--- config.mk ---
export PLATFORM = sky130hd
export DESIGN_NAME = dacr_top
export DESIGN_NICKNAME = d
export VERILOG_FILES = /design/src/verilog/dacr_pkg.sv /design/src/verilog/dacr_res_if.sv /design/src/verilog/dacr_sampler.sv /design/src/verilog/dacr_top.sv
export SDC_FILE = /design/constraint.sdc
export NUM_CORES = 1
export LEC_CHECK = 0
export BUFFER_PORTS_ARGS = -buffer_cell sky130_fd_sc_hd__buf_2
export CAP_MARGIN = 10
export CORE_UTILIZATION = 30
export DETAILED_ROUTE_END_ITERATION = 16
export PLACE_DENSITY = 0.48
export SLEW_MARGIN = 20
export SYNTH_ARGS = -nofsm -noshare
export SYNTH_HDL_FRONTEND = slang
export SYNTH_SLANG_ARGS = --single-unit
--- constraint.sdc ---
create_clock -name MCLK -period 6.2 [get_ports MCLK]
set_clock_uncertainty 0.2 [all_clocks]
set_input_delay 0.93 -clock MCLK [delete_from_list [all_inputs] [get_ports MCLK]]
set_output_delay 0.93 -clock MCLK [all_outputs]
set_load 0.005 [all_outputs]
--- src/verilog/dacr_pkg.sv ---
// package: constants and types for the dual converter control block
package dacr_pkg;
  localparam int DACR_WIDTH = 12;
  localparam int DACR_CLK_MHZ = 250;
  // times in nanoseconds as printed
  localparam int DACR_CONV_HS_NS = 3600;
  localparam int DACR_CONV_SLEEP_NS = 6000;
  localparam int DACR_ACQ_NS = 300;
  // cycle counts: least times round up
  localparam int DACR_CONV_HS_CYC = (DACR_CONV_HS_NS * DACR_CLK_MHZ + 999) / 1000;
  localparam int DACR_CONV_SLEEP_CYC = (DACR_CONV_SLEEP_NS * DACR_CLK_MHZ + 999) / 1000;
  localparam int DACR_ACQ_CYC = (DACR_ACQ_NS * DACR_CLK_MHZ + 999) / 1000;
  localparam int DACR_CNT_W = 11;
  localparam logic [DACR_CNT_W-1:0] DACR_CNT_ZERO = 11'h000;
  localparam logic [DACR_CNT_W-1:0] DACR_CNT_ONE = 11'h001;
  localparam logic [DACR_WIDTH-1:0] DACR_RESULT_ZERO = 12'h000;
  typedef enum logic {DACR_HIGH_SAMPLING, DACR_AUTO_SLEEP} dacr_mode_t;
  typedef enum {DACR_TRACK, DACR_CONVERT, DACR_SLEEP} dacr_state_t;
endpackage

--- src/verilog/dacr_res_if.sv ---
// interface: the four conversion results handed from engine to read logic
`timescale 1ns/10ps
`default_nettype none
interface dacr_res_if;
  import dacr_pkg::*;
  logic [DACR_WIDTH-1:0] res_a1;
  logic [DACR_WIDTH-1:0] res_a2;
  logic [DACR_WIDTH-1:0] res_b1;
  logic [DACR_WIDTH-1:0] res_b2;
  logic done;
  modport engine (output res_a1, res_a2, res_b1, res_b2, done);
  modport reader (input res_a1, res_a2, res_b1, res_b2, done);
endinterface
`default_nettype wire

--- src/verilog/dacr_sampler.sv ---
// track/hold and sample capture: latches all four inputs at hold
`timescale 1ns/10ps
`default_nettype none
module dacr_sampler
  import dacr_pkg::*;
(
  input wire logic clk,
  input wire logic ce,
  input wire logic nrst,
  input wire logic hold_strobe,
  input wire logic finish,
  input wire logic [DACR_WIDTH-1:0] in_a1,
  input wire logic [DACR_WIDTH-1:0] in_a2,
  input wire logic [DACR_WIDTH-1:0] in_b1,
  input wire logic [DACR_WIDTH-1:0] in_b2,
  dacr_res_if.engine res
);
  logic [DACR_WIDTH-1:0] held [4];
  logic [DACR_WIDTH-1:0] next_held [4];
  logic [DACR_WIDTH-1:0] result [4];
  logic [DACR_WIDTH-1:0] next_result [4];
  logic [DACR_WIDTH-1:0] src [4];
  logic done;
  logic next_done;

  assign src[0] = in_a1;
  assign src[1] = in_a2;
  assign src[2] = in_b1;
  assign src[3] = in_b2;

  // all four inputs freeze in the same cycle so relative phase is kept
  for (genvar i = 0; i < 4; i++) begin : g_th
    always_comb begin
      next_held[i] = hold_strobe ? src[i] : held[i];
      // results move only at the end, so reads mid-conversion see the last pair
      next_result[i] = finish ? held[i] : result[i];
    end
    always_ff @(posedge clk) begin
      if (!nrst) begin
        held[i] <= DACR_RESULT_ZERO;
        result[i] <= DACR_RESULT_ZERO;
      end else if (ce) begin
        held[i] <= next_held[i];
        result[i] <= next_result[i];
      end
    end
  end

  always_comb begin
    next_done = done;
    if (hold_strobe) begin
      next_done = 1'b0;
    end else if (finish) begin
      next_done = 1'b1;
    end
  end

  always_ff @(posedge clk) begin
    if (!nrst) begin
      done <= 1'b0;
    end else if (ce) begin
      done <= next_done;
    end
  end

  assign res.res_a1 = result[0];
  assign res.res_a2 = result[1];
  assign res.res_b1 = result[2];
  assign res.res_b2 = result[3];
  assign res.done = done;
endmodule
`default_nettype wire

--- src/verilog/dacr_top.sv ---
// top: conversion timing, busy, sleep and the two-read result port
//
// Contract
// - start falling edge holds both, starts conversion
// - results readable when busy drops
// - first read input one, second input two
// - twelve-bit bus, chip select and read
// - conversion 3.6 us fast, 6 us sleep
// - auto sleep mode sleeps after conversion
// - conversion timing from internal oscillator
// - track resumes at end, acquisition starts
// - acquisition time is 0.3 us
// - busy high from start edge to completion
// - data driven only with select and read low
`timescale 1ns/10ps
`default_nettype none
module dacr_top
  import dacr_pkg::*;
(
  input wire logic MCLK,
  input wire logic NRST,
  input wire logic CE,
  input wire logic CONVERSION_START_N,
  input wire logic CHIP_SELECT_N,
  input wire logic READ_N,
  input wire logic PAIR_SELECT,
  input wire logic AUTO_SLEEP_MODE,
  input wire logic [DACR_WIDTH-1:0] PAIR_A_INPUT_ONE,
  input wire logic [DACR_WIDTH-1:0] PAIR_A_INPUT_TWO,
  input wire logic [DACR_WIDTH-1:0] PAIR_B_INPUT_ONE,
  input wire logic [DACR_WIDTH-1:0] PAIR_B_INPUT_TWO,
  output logic BUSY,
  output logic TRACKING,
  output logic ACQUIRED,
  output logic ASLEEP,
  output logic [DACR_WIDTH-1:0] RESULT_BUS_O,
  output logic RESULT_BUS_OE
);
  // pin synchronisers, two stages each
  logic [3:0] sync1;
  logic [3:0] sync2;
  logic start_n_d;
  logic start_n;
  logic cs_n;
  logic rd_n;
  logic psel;

  always_ff @(posedge MCLK) begin
    if (!NRST) begin
      sync1 <= 4'hf;
      sync2 <= 4'hf;
      start_n_d <= 1'b1;
    end else if (CE) begin
      sync1 <= {PAIR_SELECT, READ_N, CHIP_SELECT_N, CONVERSION_START_N};
      sync2 <= sync1;
      start_n_d <= sync2[0];
    end
  end
  assign start_n = sync2[0];
  assign cs_n = sync2[1];
  assign rd_n = sync2[2];
  assign psel = sync2[3];

  logic start_fall;
  assign start_fall = start_n_d & ~start_n;

  // conversion engine, timed by the internal clock only
  dacr_state_t state;
  dacr_state_t next_state;
  dacr_mode_t mode;
  dacr_mode_t next_mode;
  logic [DACR_CNT_W-1:0] cnt;
  logic [DACR_CNT_W-1:0] next_cnt;
  logic [DACR_CNT_W-1:0] acq;
  logic [DACR_CNT_W-1:0] next_acq;
  logic finish;

  always_comb begin
    next_state = state;
    next_mode = mode;
    next_cnt = cnt;
    next_acq = (acq != DACR_CNT_ZERO) ? acq - DACR_CNT_ONE : acq;
    finish = 1'b0;
    case (state)
      DACR_TRACK, DACR_SLEEP: begin
        if (start_fall) begin
          next_state = DACR_CONVERT;
          next_mode = AUTO_SLEEP_MODE ? DACR_AUTO_SLEEP : DACR_HIGH_SAMPLING;
          // sleep mode includes wake-up, hence the longer time
          next_cnt = AUTO_SLEEP_MODE ? DACR_CNT_W'(DACR_CONV_SLEEP_CYC - 1)
                                     : DACR_CNT_W'(DACR_CONV_HS_CYC - 1);
        end
      end
      DACR_CONVERT: begin
        if (cnt == DACR_CNT_ZERO) begin
          finish = 1'b1;
          next_acq = DACR_CNT_W'(DACR_ACQ_CYC);
          next_state = (mode == DACR_AUTO_SLEEP) ? DACR_SLEEP : DACR_TRACK;
        end else begin
          next_cnt = cnt - DACR_CNT_ONE;
        end
      end
      default: next_state = DACR_TRACK;
    endcase
  end

  always_ff @(posedge MCLK) begin
    if (!NRST) begin
      state <= DACR_TRACK;
      mode <= DACR_HIGH_SAMPLING;
      cnt <= DACR_CNT_ZERO;
      acq <= DACR_CNT_ZERO;
    end else if (CE) begin
      state <= next_state;
      mode <= next_mode;
      cnt <= next_cnt;
      acq <= next_acq;
    end
  end

  dacr_res_if res ();

  dacr_sampler u_sampler (
    .clk(MCLK),
    .ce(CE),
    .nrst(NRST),
    .hold_strobe(start_fall && (state != DACR_CONVERT)),
    .finish(finish),
    .in_a1(PAIR_A_INPUT_ONE),
    .in_a2(PAIR_A_INPUT_TWO),
    .in_b1(PAIR_B_INPUT_ONE),
    .in_b2(PAIR_B_INPUT_TWO),
    .res(res.engine)
  );

  // read side: a read ends on the rising edge of the combined strobe
  logic rd_act;
  logic rd_act_d;
  logic second;
  logic next_second;
  logic [DACR_WIDTH-1:0] next_bus;
  logic next_oe;
  logic next_busy;

  assign rd_act = ~cs_n & ~rd_n;

  always_comb begin
    next_second = second;
    if (start_fall && state != DACR_CONVERT) begin
      next_second = 1'b0;
    end else if (rd_act_d && !rd_act) begin
      next_second = ~second;
    end
    case ({psel, second})
      2'b00: next_bus = res.res_a1;
      2'b01: next_bus = res.res_a2;
      2'b10: next_bus = res.res_b1;
      default: next_bus = res.res_b2;
    endcase
    next_oe = rd_act;
    next_busy = (next_state == DACR_CONVERT);
  end

  always_ff @(posedge MCLK) begin
    if (!NRST) begin
      rd_act_d <= 1'b0;
      second <= 1'b0;
      RESULT_BUS_O <= DACR_RESULT_ZERO;
      RESULT_BUS_OE <= 1'b0;
      BUSY <= 1'b0;
      TRACKING <= 1'b1;
      ACQUIRED <= 1'b1;
      ASLEEP <= 1'b0;
    end else if (CE) begin
      rd_act_d <= rd_act;
      second <= next_second;
      // reads during conversion return the previous pair, not garbage
      RESULT_BUS_O <= next_bus;
      RESULT_BUS_OE <= next_oe;
      BUSY <= next_busy;
      TRACKING <= (next_state != DACR_CONVERT);
      ACQUIRED <= (next_state != DACR_CONVERT) && (next_acq == DACR_CNT_ZERO);
      ASLEEP <= (next_state == DACR_SLEEP);
    end
  end
endmodule
`default_nettype wire

==> impl_metrics.py, run 1 <==
metrics = {
    "synth": {
        "synth-compound-area-share_pct": 5.79,
        "yosys.cell_types.count": 63,
        "synth_top_family_by_area": "simple AND/OR/NAND/NOR gates",
        "synth_flop_cell": "edfxtp_1",
        "netlist_instances": 605,
        "yosysWarnings": 0,
        "netlist_top_cells_area": "edfxtp_1 (39%), dfxtp_1 (22%), and3_1 (11%), mux4_2 (3.7%), mux2i_1 (3.2%)",
        "postSynth.asyncResetShare_pct": 0,
        "muxShareOfSynthArea_pct": 7.01,
        "yosys.area.top_type_share_pct": 39.5,
        "syn_nets": 663,
        "synthAdderAreaFrac_pct": 0.343,
        "synth_area_um2": 7300,
        "yosys.area.top_type": "edfxtp_1",
        "ys_seq_area_share_pct": 61.9,
        "syn_area_per_cell_um2": 12.1,
        "yosys.area_share.simple_pct": 20.9,
        "synth-xor-area-share_pct": 0.720,
        "ys_ff_latch": 178,
        "synth_edf_count": 96,
    },
    "sta": {
        "finalCritPeriodShare_pct": 47.6,
        "period_minus_slack_ps": 2950,
        "holdWs_ps": 274,
        "fin_ws_ps": 3250,
        "setup_viol": 0,
        "slew_viol_final": 0,
        "hold_violations": 0,
        "slew_headroom_pct": 31.4,
        "fmax_mhz": 339,
        "worstMarginPinSlew_ps": 1030,
        "tns_ps": 0,
        "rsz0062_at_grt": "no",
    },
    "worst_setup_path": {
        "worst-path-max-fanout": 8,
        "reg2reg_to": "acq[1]$_SDFFE_PN0P_",
        "cp-start-kind": "register",
        "end_kind": "register",
        "r2r_setup_slack_ps": 3250,
        "worstPathArrival_ps": 3070,
        "worstPathRequired_ps": 6320,
        "r2r_start": "cnt[0]$_SDFFE_PN0P_",
        "path_class": "reg -> reg",
        "reg2reg_depth": 7,
    },
    "finish": {
        "nNetsFinal": 711,
        "design_area_um2": 8490,
        "n_antenna_cell": 0,
        "post-route-util_pct": 35.8,
        "drive_above_1_share_pct": 20.7,
        "area_growth_pct": 16.2,
        "instances_no_fill": 985,
    },
    "placed_design": {
        "io_buffers": 72,
        "place_inst": 953,
        "place.gp.congestion": 0.810,
        "hpwl_mm": 9.90,
        "placed_area_um2": 7920,
        "pre_cts_slack_ps": 3010,
    },
    "drt": {
        "dr_wl_met3_um": 831,
        "viasPerCell": 4.85,
        "wl_met1_mm": 7.85,
        "route.met2.wl_mm": 7.19,
        "drcViolationCount": 0,
        "routed_wl_mm": 16.0,
        "drtIter0Drc": 221,
        "vias": 4773,
        "wire_per_inst_um": 16.2,
        "drt_pass1_iterations": 4,
        "antenna_left": 0,
        "routed.top_layer": "met4",
    },
    "min_path": {
        "hold_depth": 2,
        "hp-start": "sync1[3]$_SDFFE_PN1P_",
        "hold_class": "reg -> reg",
        "hold_end": "sync1[3]$_SDFFE_PN1P_",
    },
    "power": {
        "p_per_area_nw_per_um2": 350,
        "ir_worst_vdd_uv": 179,
        "p_total_mw": 2.97,
        "power_leakage_nw": 3.62,
    },
    "floorplan": {
        "die_h_um": 158,
        "ios": 73,
        "die_x_um": 158,
        "row_count": 56,
        "start_util_pct": 30.8,
        "core-area_um2": 23700,
        "die_area_um2": 25000,
    },
    "job": {
        "maxCapViolCount": 0,
    },
    "outcome": {
        "status": "finished, final reports clean",
    },
    "grt": {
        "grt_pass1_wl_mm": 25.7,
        "first_global_vias": 4667,
        "grt_util_all_layers_pct": 13.5,
        "grt_max_degree": 131,
        "grt_overflow": 0,
        "antenna_found_initial": 0,
    },
    "clock_network": {
        "clock_path_buffers": 2,
        "cts.htree.levels": 4,
        "post_cts_buffers": 0,
        "cts_tree": "built",
        "clkLatencyLatePin_ps": 420,
        "post_cts_resized": 0,
        "cts-root-buf": "clkbuf_16",
        "clkTransAtPathRegs_ps": 80,
        "cts_buffers": 17,
        "holdBufCountCts": 0,
        "cts_sinks": 178,
    },
}
-- state kept, by name, summed over array words and instances, names as in the netlist --
signal and cells:
u_sampler.held 48, u_sampler.result 48, state 32, RESULT_BUS_O 12
acq 11, cnt 11, sync1 4, sync2 4
ACQUIRED 1, ASLEEP 1, BUSY 1, TRACKING 1
mode 1, rd_act_d 1, second 1, start_n_d 1
-- layer usage --
| layer | track usage [%] | vias to the layer above |
|---|---|---|
| met1 | 19.0 | 2297 |
| met5 | 0 | - |
| met3 | 3.45 | 7 |
| li1 | - | 2358 |
| met4 | 3.71 | 0 |
| met2 | 20.5 | 111 |
-- layout make-up --
type / instances / area, um^2
clock buffers: 17 / 425
clock inverters: 15 / 141
flip-flops and latches: 178 / 4520
repair buffers: 76 / 395
fillers: 2365 / 15200
well taps: 319 / 399
multi-input cells: 369 / 2560
inverters: 11 / 41.3
-- how the worst max path moves through the flow --
stage	slack, ps	startpoint	endpoint	depth (start not counted)
after floorplan	560	CE	u_sampler.result[0][0]$_SDFFCE_PN0P_	4
after global routing	3060	cnt[0]$_SDFFE_PN0P_	acq[1]$_SDFFE_PN0P_	7
final	3250	cnt[0]$_SDFFE_PN0P_	acq[1]$_SDFFE_PN0P_	7
after detailed placement	3010	CE	cnt[9]$_SDFFE_PN0P_	7
after CTS	3240	acq[0]$_SDFFE_PN0P_	ACQUIRED$_SDFFE_PN1P_	8
after global placement	3030	CE	cnt[9]$_SDFFE_PN0P_	7
-- critical path, stage by stage (launching register included) --
cell	delay, ps
dfxtp_1	320
inv_1	90
ha_1	160
nor3b_2	380
nand4_1	230
nor3_1	790
o21ai_0	310
a221oi_1	360
-- Yosys cell counts, types with 3 or more instances --
master    number
nand3_1       13
o31ai_1        3
mux2i_1       23
nand4_1        3
dfxtp_1       82
xnor2_1        4
o21ai_0       18
nor4_2         3
a21boi_0       3
or4_1          4
a31oi_1        5
a21oi_1       24
buf_2          4
nor4_1         9
edfxtp_1      96
inv_1         10
nor2_1        29
clkbuf_1      38
and3_1       128
mux4_2        12
nand2_1       31
nor3_1        12
-- power by group --
part	total (mW)	switching (mW)	internal (mW)
clock network	1.04	0.504	0.534
registers	1.41	0.0793	1.33
logic	0.527	0.291	0.236
-- layout by cell type, fill, tap and decap left out, types with 3 or more instances in the layout --
| cell type | netlist | final |
|---|---|---|
| dfxtp_1 | 82 | 82 |
| buf_4 | 2 | 6 |
| nand4_1 | 3 | 3 |
| nand3_1 | 13 | 13 |
| clkinv_4 | 0 | 4 |
| mux4_2 | 12 | 12 |
| a21oi_1 | 24 | 24 |
| o31ai_1 | 3 | 3 |
| nor4_1 | 9 | 9 |
| clkinv_1 | 1 | 3 |
| inv_6 | 0 | 3 |
| nor2_1 | 29 | 29 |
| a21boi_0 | 3 | 3 |
| xnor2_1 | 4 | 4 |
| and3_1 | 128 | 128 |
| inv_8 | 0 | 5 |
| or4_1 | 4 | 4 |
| buf_2 | 4 | 70 |
| o21ai_0 | 18 | 17 |
| inv_1 | 10 | 9 |
| nand2_1 | 31 | 30 |
| clkbuf_16 | 0 | 17 |
| nor3_1 | 12 | 12 |
| mux2i_1 | 23 | 23 |
| nor4_2 | 3 | 3 |
| a31oi_1 | 5 | 5 |
| edfxtp_1 | 96 | 96 |
-- logic make-up (layout without fill, tap and decap cells) --
kind of cell	count (synthesis)	count (layout)
AO/OA/AOI/OAI	69	69
XOR/XNOR	6	6
adder cells (fa/ha/maj)	2	2
buffers and inverters	58	119
flip-flops	178	178
multiplexers	36	36
AND/OR/NAND/NOR	256	256
No activity file was read; power rests on OpenSTA's default activity.
==> inputs of run 2 (changes only) <==
--- a/config.mk
+++ b/config.mk
@@ -5,11 +5,12 @@
 export SDC_FILE = /design/constraint.sdc
 export NUM_CORES = 1
 export LEC_CHECK = 0
+export ABC_AREA = 1
 export BUFFER_PORTS_ARGS = -buffer_cell sky130_fd_sc_hd__buf_2
 export CAP_MARGIN = 10
 export CORE_UTILIZATION = 30
 export DETAILED_ROUTE_END_ITERATION = 16
-export PLACE_DENSITY = 0.48
+export PLACE_DENSITY = 0.5
 export SLEW_MARGIN = 20
 export SYNTH_ARGS = -nofsm -noshare
 export SYNTH_HDL_FRONTEND = slang
==> constraint.sdc (replaced) <==
create_clock -name MCLK -period 2.7 [get_ports MCLK]
set_clock_uncertainty 0.2 [all_clocks]
set_input_delay 0.405 -clock MCLK [delete_from_list [all_inputs] [get_ports MCLK]]
set_output_delay 0.405 -clock MCLK [all_outputs]
set_load 0.005 [all_outputs]
==> run 2 against run 1 <==
Die area is 1.2% higher. Wire length is 4.1% lower. Sequential share of layout area is 2.0 points lower. Flip-flop and latch count stayed put. Synthesized cell count is 35% higher. Cell count is 24% higher. Power is 120% higher. Global-route usage is 0.82 points lower. Critical path depth is 2 higher. Register-to-register slack worse by 2900 ps. Fmax is 27% higher. Critical path type unchanged. Highest routed layer unchanged.
==> impl_metrics.py, run 2 <==
metrics = {
    "outcome": {
        "status": "finished, final reports clean",
    },
    "drt": {
        "drcViolationCount": 0,
        "antenna_left": 0,
        "viasPerCell": 4.18,
        "drtIter0Drc": 315,
        "vias": 5122,
        "wire_per_inst_um": 12.5,
        "routed_wl_mm": 15.3,
        "drt_pass1_iterations": 5,
    },
    "power": {
        "p_per_area_nw_per_um2": 731,
        "p_total_mw": 6.44,
        "ir_worst_vdd_uv": 330,
        "power_leakage_nw": 3.89,
    },
    "worst_setup_path": {
        "end_kind": "register",
        "worstPathRequired_ps": 2620,
        "reg2reg_to": "u_sampler.result[0][21]$_SDFFCE_PN0P_",
        "worstSetupEndpoint": "u_sampler.result[0][21]$_SDFFCE_PN0P_",
        "r2r_setup_slack_ps": 370,
        "r2r_start": "cnt[0]$_SDFFE_PN0P_",
        "worst-path-max-fanout": 48,
        "path_class": "reg -> reg",
        "critPathLaunch": "cnt[0]$_SDFFE_PN0P_",
        "worstPathArrival_ps": 2240,
        "reg2reg_depth": 9,
        "cp-start-kind": "register",
    },
    "clock_network": {
        "cts_buffers": 17,
        "cts_tree": "built",
        "clock_path_buffers": 2,
        "post_cts_resized": 0,
        "cts.htree.levels": 4,
        "clkLatencyLatePin_ps": 440,
        "clkTransAtPathRegs_ps": 80,
        "cts_sinks": 178,
        "cts-root-buf": "clkbuf_16",
    },
    "finish": {
        "area_growth_pct": 19.3,
        "mostFrequentLayoutCells": "nor2_1 (182), inv_1 (127), nand2_1 (113), edfxtp_1 (96), dfxtp_1 (82)",
        "drive_above_1_share_pct": 16.3,
        "top_regs": "u_sampler.held (48), u_sampler.result (48), state (32)",
        "n_antenna_cell": 0,
        "final_common_cell": "nor2_1",
        "nNetsFinal": 945,
        "fillers": 2546,
    },
    "synth": {
        "synth.top_cells.by_count": "nor2_1 (182), inv_1 (127), nand2_1 (114), edfxtp_1 (96), dfxtp_1 (82)",
        "synth_most_common_cell": "nor2_1",
        "synth_edf_count": 96,
        "netlist_instances": 814,
        "syn_area_per_cell_um2": 9.08,
        "synth_flop_cell": "edfxtp_1",
        "netlist_top_cells_area": "edfxtp_1 (39%), dfxtp_1 (22%), nor2_1 (9.2%), inv_1 (6.5%), nand2_1 (5.8%)",
        "postSynth.asyncResetShare_pct": 0,
        "ys_seq_area_share_pct": 61.2,
        "ys_ff_latch": 178,
        "yosys.area.top_type_share_pct": 39.0,
        "synth_area_um2": 7390,
        "yosys.area.top_type": "edfxtp_1",
        "yosys.cell_types.count": 41,
        "syn_nets": 872,
        "yosysWarnings": 0,
    },
    "sta": {
        "holdWs_ps": 26.6,
        "setup_viol": 0,
        "period_minus_slack_ps": 2330,
        "slew_viol_final": 0,
        "rsz0062_at_grt": "no",
        "slew_headroom_pct": 60.7,
        "fmax_mhz": 430,
        "finalCritPeriodShare_pct": 86.2,
        "hold_violations": 0,
        "worstMarginPinSlew_ps": 589,
        "tns_ps": 0,
    },
    "floorplan": {
        "ios": 73,
        "core-area_um2": 24200,
        "row_count": 57,
        "die_h_um": 159,
        "die_area_um2": 25300,
        "die_x_um": 159,
        "start_util_pct": 30.5,
    },
    "placed_design": {
        "io_buffers": 72,
        "place.gp.congestion": 0.832,
        "hpwl_mm": 10.1,
    },
    "grt": {
        "use_met1_pct": 16.7,
        "grt_overflow": 0,
        "grt_busiest_layer": "met2",
        "met2_usage_pct": 20.5,
        "first_global_vias": 4835,
        "met3_usage_pct": 3.00,
        "grt_pass1_wl_mm": 25.1,
        "grt_util_all_layers_pct": 12.7,
        "grt_max_degree": 49,
        "antenna_found_initial": 0,
    },
    "min_path": {
        "hp-start": "READ_N",
        "hold_class": "in -> reg",
    },
    "job": {
        "maxCapViolCount": 0,
    },
}
## run 2: cell types whose count changed in the layout (fill, tap and decap cells not counted), moves of 12 or more
cell	previous run	this run
nor2_1	29	182
o21ai_0	17	30
mux2i_1	23	0
inv_1	9	127
and3_1	128	0
a21oi_1	24	36
nand2_1	30	113
mux4_2	12	0
## run 2: how the worst min path moves through the flow
| stage | to | depth (start not counted) | slack, ps |
|---|---|---|---|
| 2_1_floorplan | state[11]$_SDFFE_PN0P_ | 2 | 220 |
| 3_3_place_gp | state[13]$_SDFFE_PN0P_ | 2 | 230 |
| 3_5_place_dp | state[27]$_SDFFE_PN0P_ | 2 | 230 |
| 4_1_cts | sync1[2]$_SDFFE_PN1P_ | 3 | 20 |
| 5_1_grt | sync1[2]$_SDFFE_PN1P_ | 3 | 20 |
| 6_report | sync1[2]$_SDFFE_PN1P_ | 3 | 30 |
## run 2: stage by stage
step                std cells  utilization [%]  cell area (um^2)  worst slack, ps
finish                   1224             36.4              8820              373
global route             1224             36.4              8820              184
CTS                      1224             36.4              8820              367
global placement         1190             33.8              8200              457
detailed placement       1190             33.8              8200              396
floorplan                 814                -              7410              113
## run 2: cell type report
class,count,area (um^2),area share (%)
well taps,324,405,4.60
multi-input cells,468,2240,25.4
flip-flops and latches,178,4520,51.3
clock inverters,15,173,1.96
clock buffers,17,425,4.82
repair buffers,90,551,6.24
inverters,132,502,5.69
## run 2: per-layer routing
layer,part of all wire (%),up-vias
li1,-,2728
met1,50,2298
met2,46,89
met3,3.3,7
met4,0.57,0
met5,0,-
## run 2: logic make-up (layout without fill, tap and decap cells)
group                    Yosys count  in the layout  synth area share (%)
buffers and inverters            168            254                  8.89
XOR/XNOR                          13             13                  1.54
flip-flops                       178            178                  61.2
AND/OR/NAND/NOR                  342            342                  19.0
AO/OA/AOI/OAI                    111            111                  8.99
adder cells (fa/ha/maj)            2              2                 0.339
## run 2: worst max-delay path, stage by stage, from the launching register on
cell,delay (ps)
dfxtp_1,300
inv_1,120
ha_1,190
nand3b_1,150
nor2_1,180
nand2_1,100
nor2_2,130
nand2_2,150
o21ai_4,180
buf_12,260
## run 2: what timing repair did
| item | CTS | global route |
|---|---|---|
| hold buffers | 2 | 0 |
| endpoints found under the setup margin | 0 | 0 |
| hold endpoints to repair | 2 | 0 |
| buffers inserted | 0 | 0 |
## run 2: power breakdown
group	switching [mW]	internal, mW
Clock	1.23	1.26
Combinational	0.535	0.305
Sequential	0.0862	3.03
Total	1.85	4.59
==> inputs of run 3 (changes only) <==
==> constraint.sdc (replaced) <==
create_clock -name MCLK -period 2.7 [get_ports MCLK]
set_clock_uncertainty 0.2 [all_clocks]
set_input_delay 0.27 -clock MCLK [delete_from_list [all_inputs] [get_ports MCLK]]
set_output_delay 0.27 -clock MCLK [all_outputs]
set_load 0.005 [all_outputs]
==> run 3 against run 2 <==
Via count grew 3.6%. Clock-buffer cell count did not move. First-iteration DRC count down 1.6%. Sequential share of layout area is 2.7 points lower. Worst setup slack gained 28 ps. Global-route usage rose by 0.25 points. Wire length grew 1.6%. Combinational power rose by 4.9%. Cell count increased by 3.8%. Final area rose by 5.6%. Die area stayed put. Power is 1.9% higher. Highest routed layer unchanged.
==> impl_metrics.py, run 3 (synthesis gave the netlist of run 2 again) <==
metrics = {
    "power": {
        "p_per_area_nw_per_um2": 705,
        "switchingPower_mw": 1.84,
        "ir_worst_vdd_uv": 402,
        "power_leakage_nw": 4.09,
        "p_sw_share_pct": 28.0,
        "p_comb_share_pct": 13.4,
        "clkPwrFrac_pct": 39.1,
        "seq_power_share_pct": 47.5,
        "internal-power_mw": 4.73,
    },
    "placed_design": {
        "io_buffers": 72,
        "place.gp.congestion": 0.774,
        "pre_cts_slack_ps": 430,
        "hpwl_mm": 9.66,
    },
    "clock_network": {
        "cts.htree.levels": 4,
        "clkTransAtPathRegs_ps": 70,
        "post_cts_resized": 0,
        "clock_path_buffers": 2,
        "holdBufCountCts": 52,
        "cts_tree": "built",
        "clkLatencyLatePin_ps": 430,
        "cts-root-buf": "clkbuf_16",
        "post_cts_buffers": 0,
        "cts_sinks": 178,
        "cts_buffers": 17,
    },
    "drt": {
        "wire_per_inst_um": 12.3,
        "viasPerCell": 4.18,
        "antenna_left": 0,
        "drtIter0Drc": 310,
        "drcViolationCount": 0,
        "routed_wl_mm": 15.6,
        "vias": 5305,
        "drt_pass1_iterations": 4,
    },
    "sta": {
        "worstMarginPinSlew_ps": 733,
        "fmax_mhz": 435,
        "rsz0062_at_grt": "no",
        "finalCritPeriodShare_pct": 85.1,
        "hold_violations": 0,
        "setup_viol": 0,
        "slew_headroom_pct": 51.1,
        "fin_ws_ps": 401,
        "slew_viol_final": 0,
        "tns_ps": 0,
        "period_minus_slack_ps": 2300,
    },
    "finish": {
        "final_common_cell": "nor2_1",
        "fillers": 2480,
        "nNetsFinal": 991,
        "drive_above_1_share_pct": 15.1,
        "n_antenna_cell": 0,
        "mostFrequentLayoutCells": "nor2_1 (182), inv_1 (127), nand2_1 (113), edfxtp_1 (96), dfxtp_1 (82)",
        "multi_input_area_um2": 2240,
        "top_regs": "u_sampler.held (48), u_sampler.result (48), state (32)",
        "seqCellArea_um2": 4520,
        "area_growth_pct": 26.0,
    },
    "grt": {
        "grt_util_all_layers_pct": 13.0,
        "first_global_vias": 5169,
        "grt_pass1_wl_mm": 25.8,
        "grt_max_degree": 98,
        "grt_overflow": 0,
        "antenna_found_initial": 0,
    },
    "floorplan": {
        "die_x_um": 159,
        "start_util_pct": 30.5,
        "die_area_um2": 25300,
        "ios": 73,
        "core-area_um2": 24200,
        "die_h_um": 159,
        "row_count": 57,
    },
    "worst_setup_path": {
        "r2r_setup_slack_ps": 400,
        "critPathMaxStageDelay_ps": 300,
        "end_kind": "register",
        "path_class": "reg -> reg",
        "cp-start-kind": "register",
        "worst-path-max-fanout": 48,
        "worstPathRequired_ps": 2600,
        "worstPathArrival_ps": 2200,
        "path_cells": "inv_1, ha_1, nand3b_1, nor2_1, nand2_1, nor2_2, nand2_2, o21ai_4, buf_12",
        "cp_slowest_cell": "dfxtp_1",
    },
    "job": {
        "maxCapViolCount": 0,
    },
    "outcome": {
        "status": "finished, final reports clean",
    },
    "min_path": {
        "hold_class": "in -> reg",
    },
}
## run 3: changes by cell type in the layout (fill, tap and decap cells not counted), sizes merged
cell / before / now
buf: 88 / 84
bufinv: 0 / 1
clkinv: 5 / 8
clkinvlp: 3 / 2
dlygate4sd3: 2 / 52
inv: 139 / 136
## run 3: area by class of cell
class / instances / area share [%]
Clock buffer: 17 / 4.57
Inverter: 132 / 5.39
Timing Repair Buffer: 136 / 10.8
Tap cell: 324 / 4.35
Sequential cell: 178 / 48.6
Clock inverter: 15 / 2.20
Multi-Input combinational cell: 468 / 24.0
## run 3: final timing paths
kind	startpoint	end	cells past startpoint
hold reg to reg	state[2]$_SDFFE_PN0P_	state[2]$_SDFFE_PN0P_	2
hold / removal	PAIR_A_INPUT_ONE[10]	u_sampler.held[0][10]$_SDFFCE_PN0P_	3
setup / recovery	cnt[0]$_SDFFE_PN0P_	u_sampler.result[0][1]$_SDFFCE_PN0P_	9
setup reg to reg	cnt[0]$_SDFFE_PN0P_	u_sampler.result[0][1]$_SDFFCE_PN0P_	9
## run 3: metal layers
metal	GRT usage, %	up-vias	wire length, um
met3	2.42	16	483
li1	-	2816	-
met5	0	-	0
met4	4.72	0	252
met2	21.6	83	7320
met1	16.8	2390	7520
## run 3: power by group through the flow
| stage | Clock [mW] | Combinational [mW] | Sequential (mW) |
|---|---|---|---|
| after floorplan | 0 | 0.619 | 3.16 |
| after global placement | 0 | 0.832 | 3.18 |
| final | 2.57 | 0.881 | 3.12 |
| after global routing | 2.73 | 1.01 | 3.14 |
| after CTS | 2.64 | 0.892 | 3.12 |
| after detailed placement | 0 | 0.830 | 3.18 |
## run 3: metrics by stage
stage / total power, mW / util (%) / cells / area (um^2) / hold WS [ps]
6_report: 6.57 / 38.4 / 1270 / 9310 / 23.7
2_1_floorplan: 3.78 / - / 814 / 7410 / 194
3_5_place_dp: 4.01 / 33.6 / 1186 / 8160 / 229
3_3_place_gp: 4.01 / 33.6 / 1186 / 8160 / 226
4_1_cts: 6.65 / 38.4 / 1270 / 9310 / 6.52
5_1_grt: 6.88 / 38.4 / 1270 / 9310 / 12.7
## run 3: worst max-delay path: cells and delay by family (launching register included)
family / cells / cell delay, ps
flops: 1 / 300
fa+ha+maj: 1 / 190
buf+inv: 2 / 380
simple gates: 5 / 670
compound gates: 1 / 190
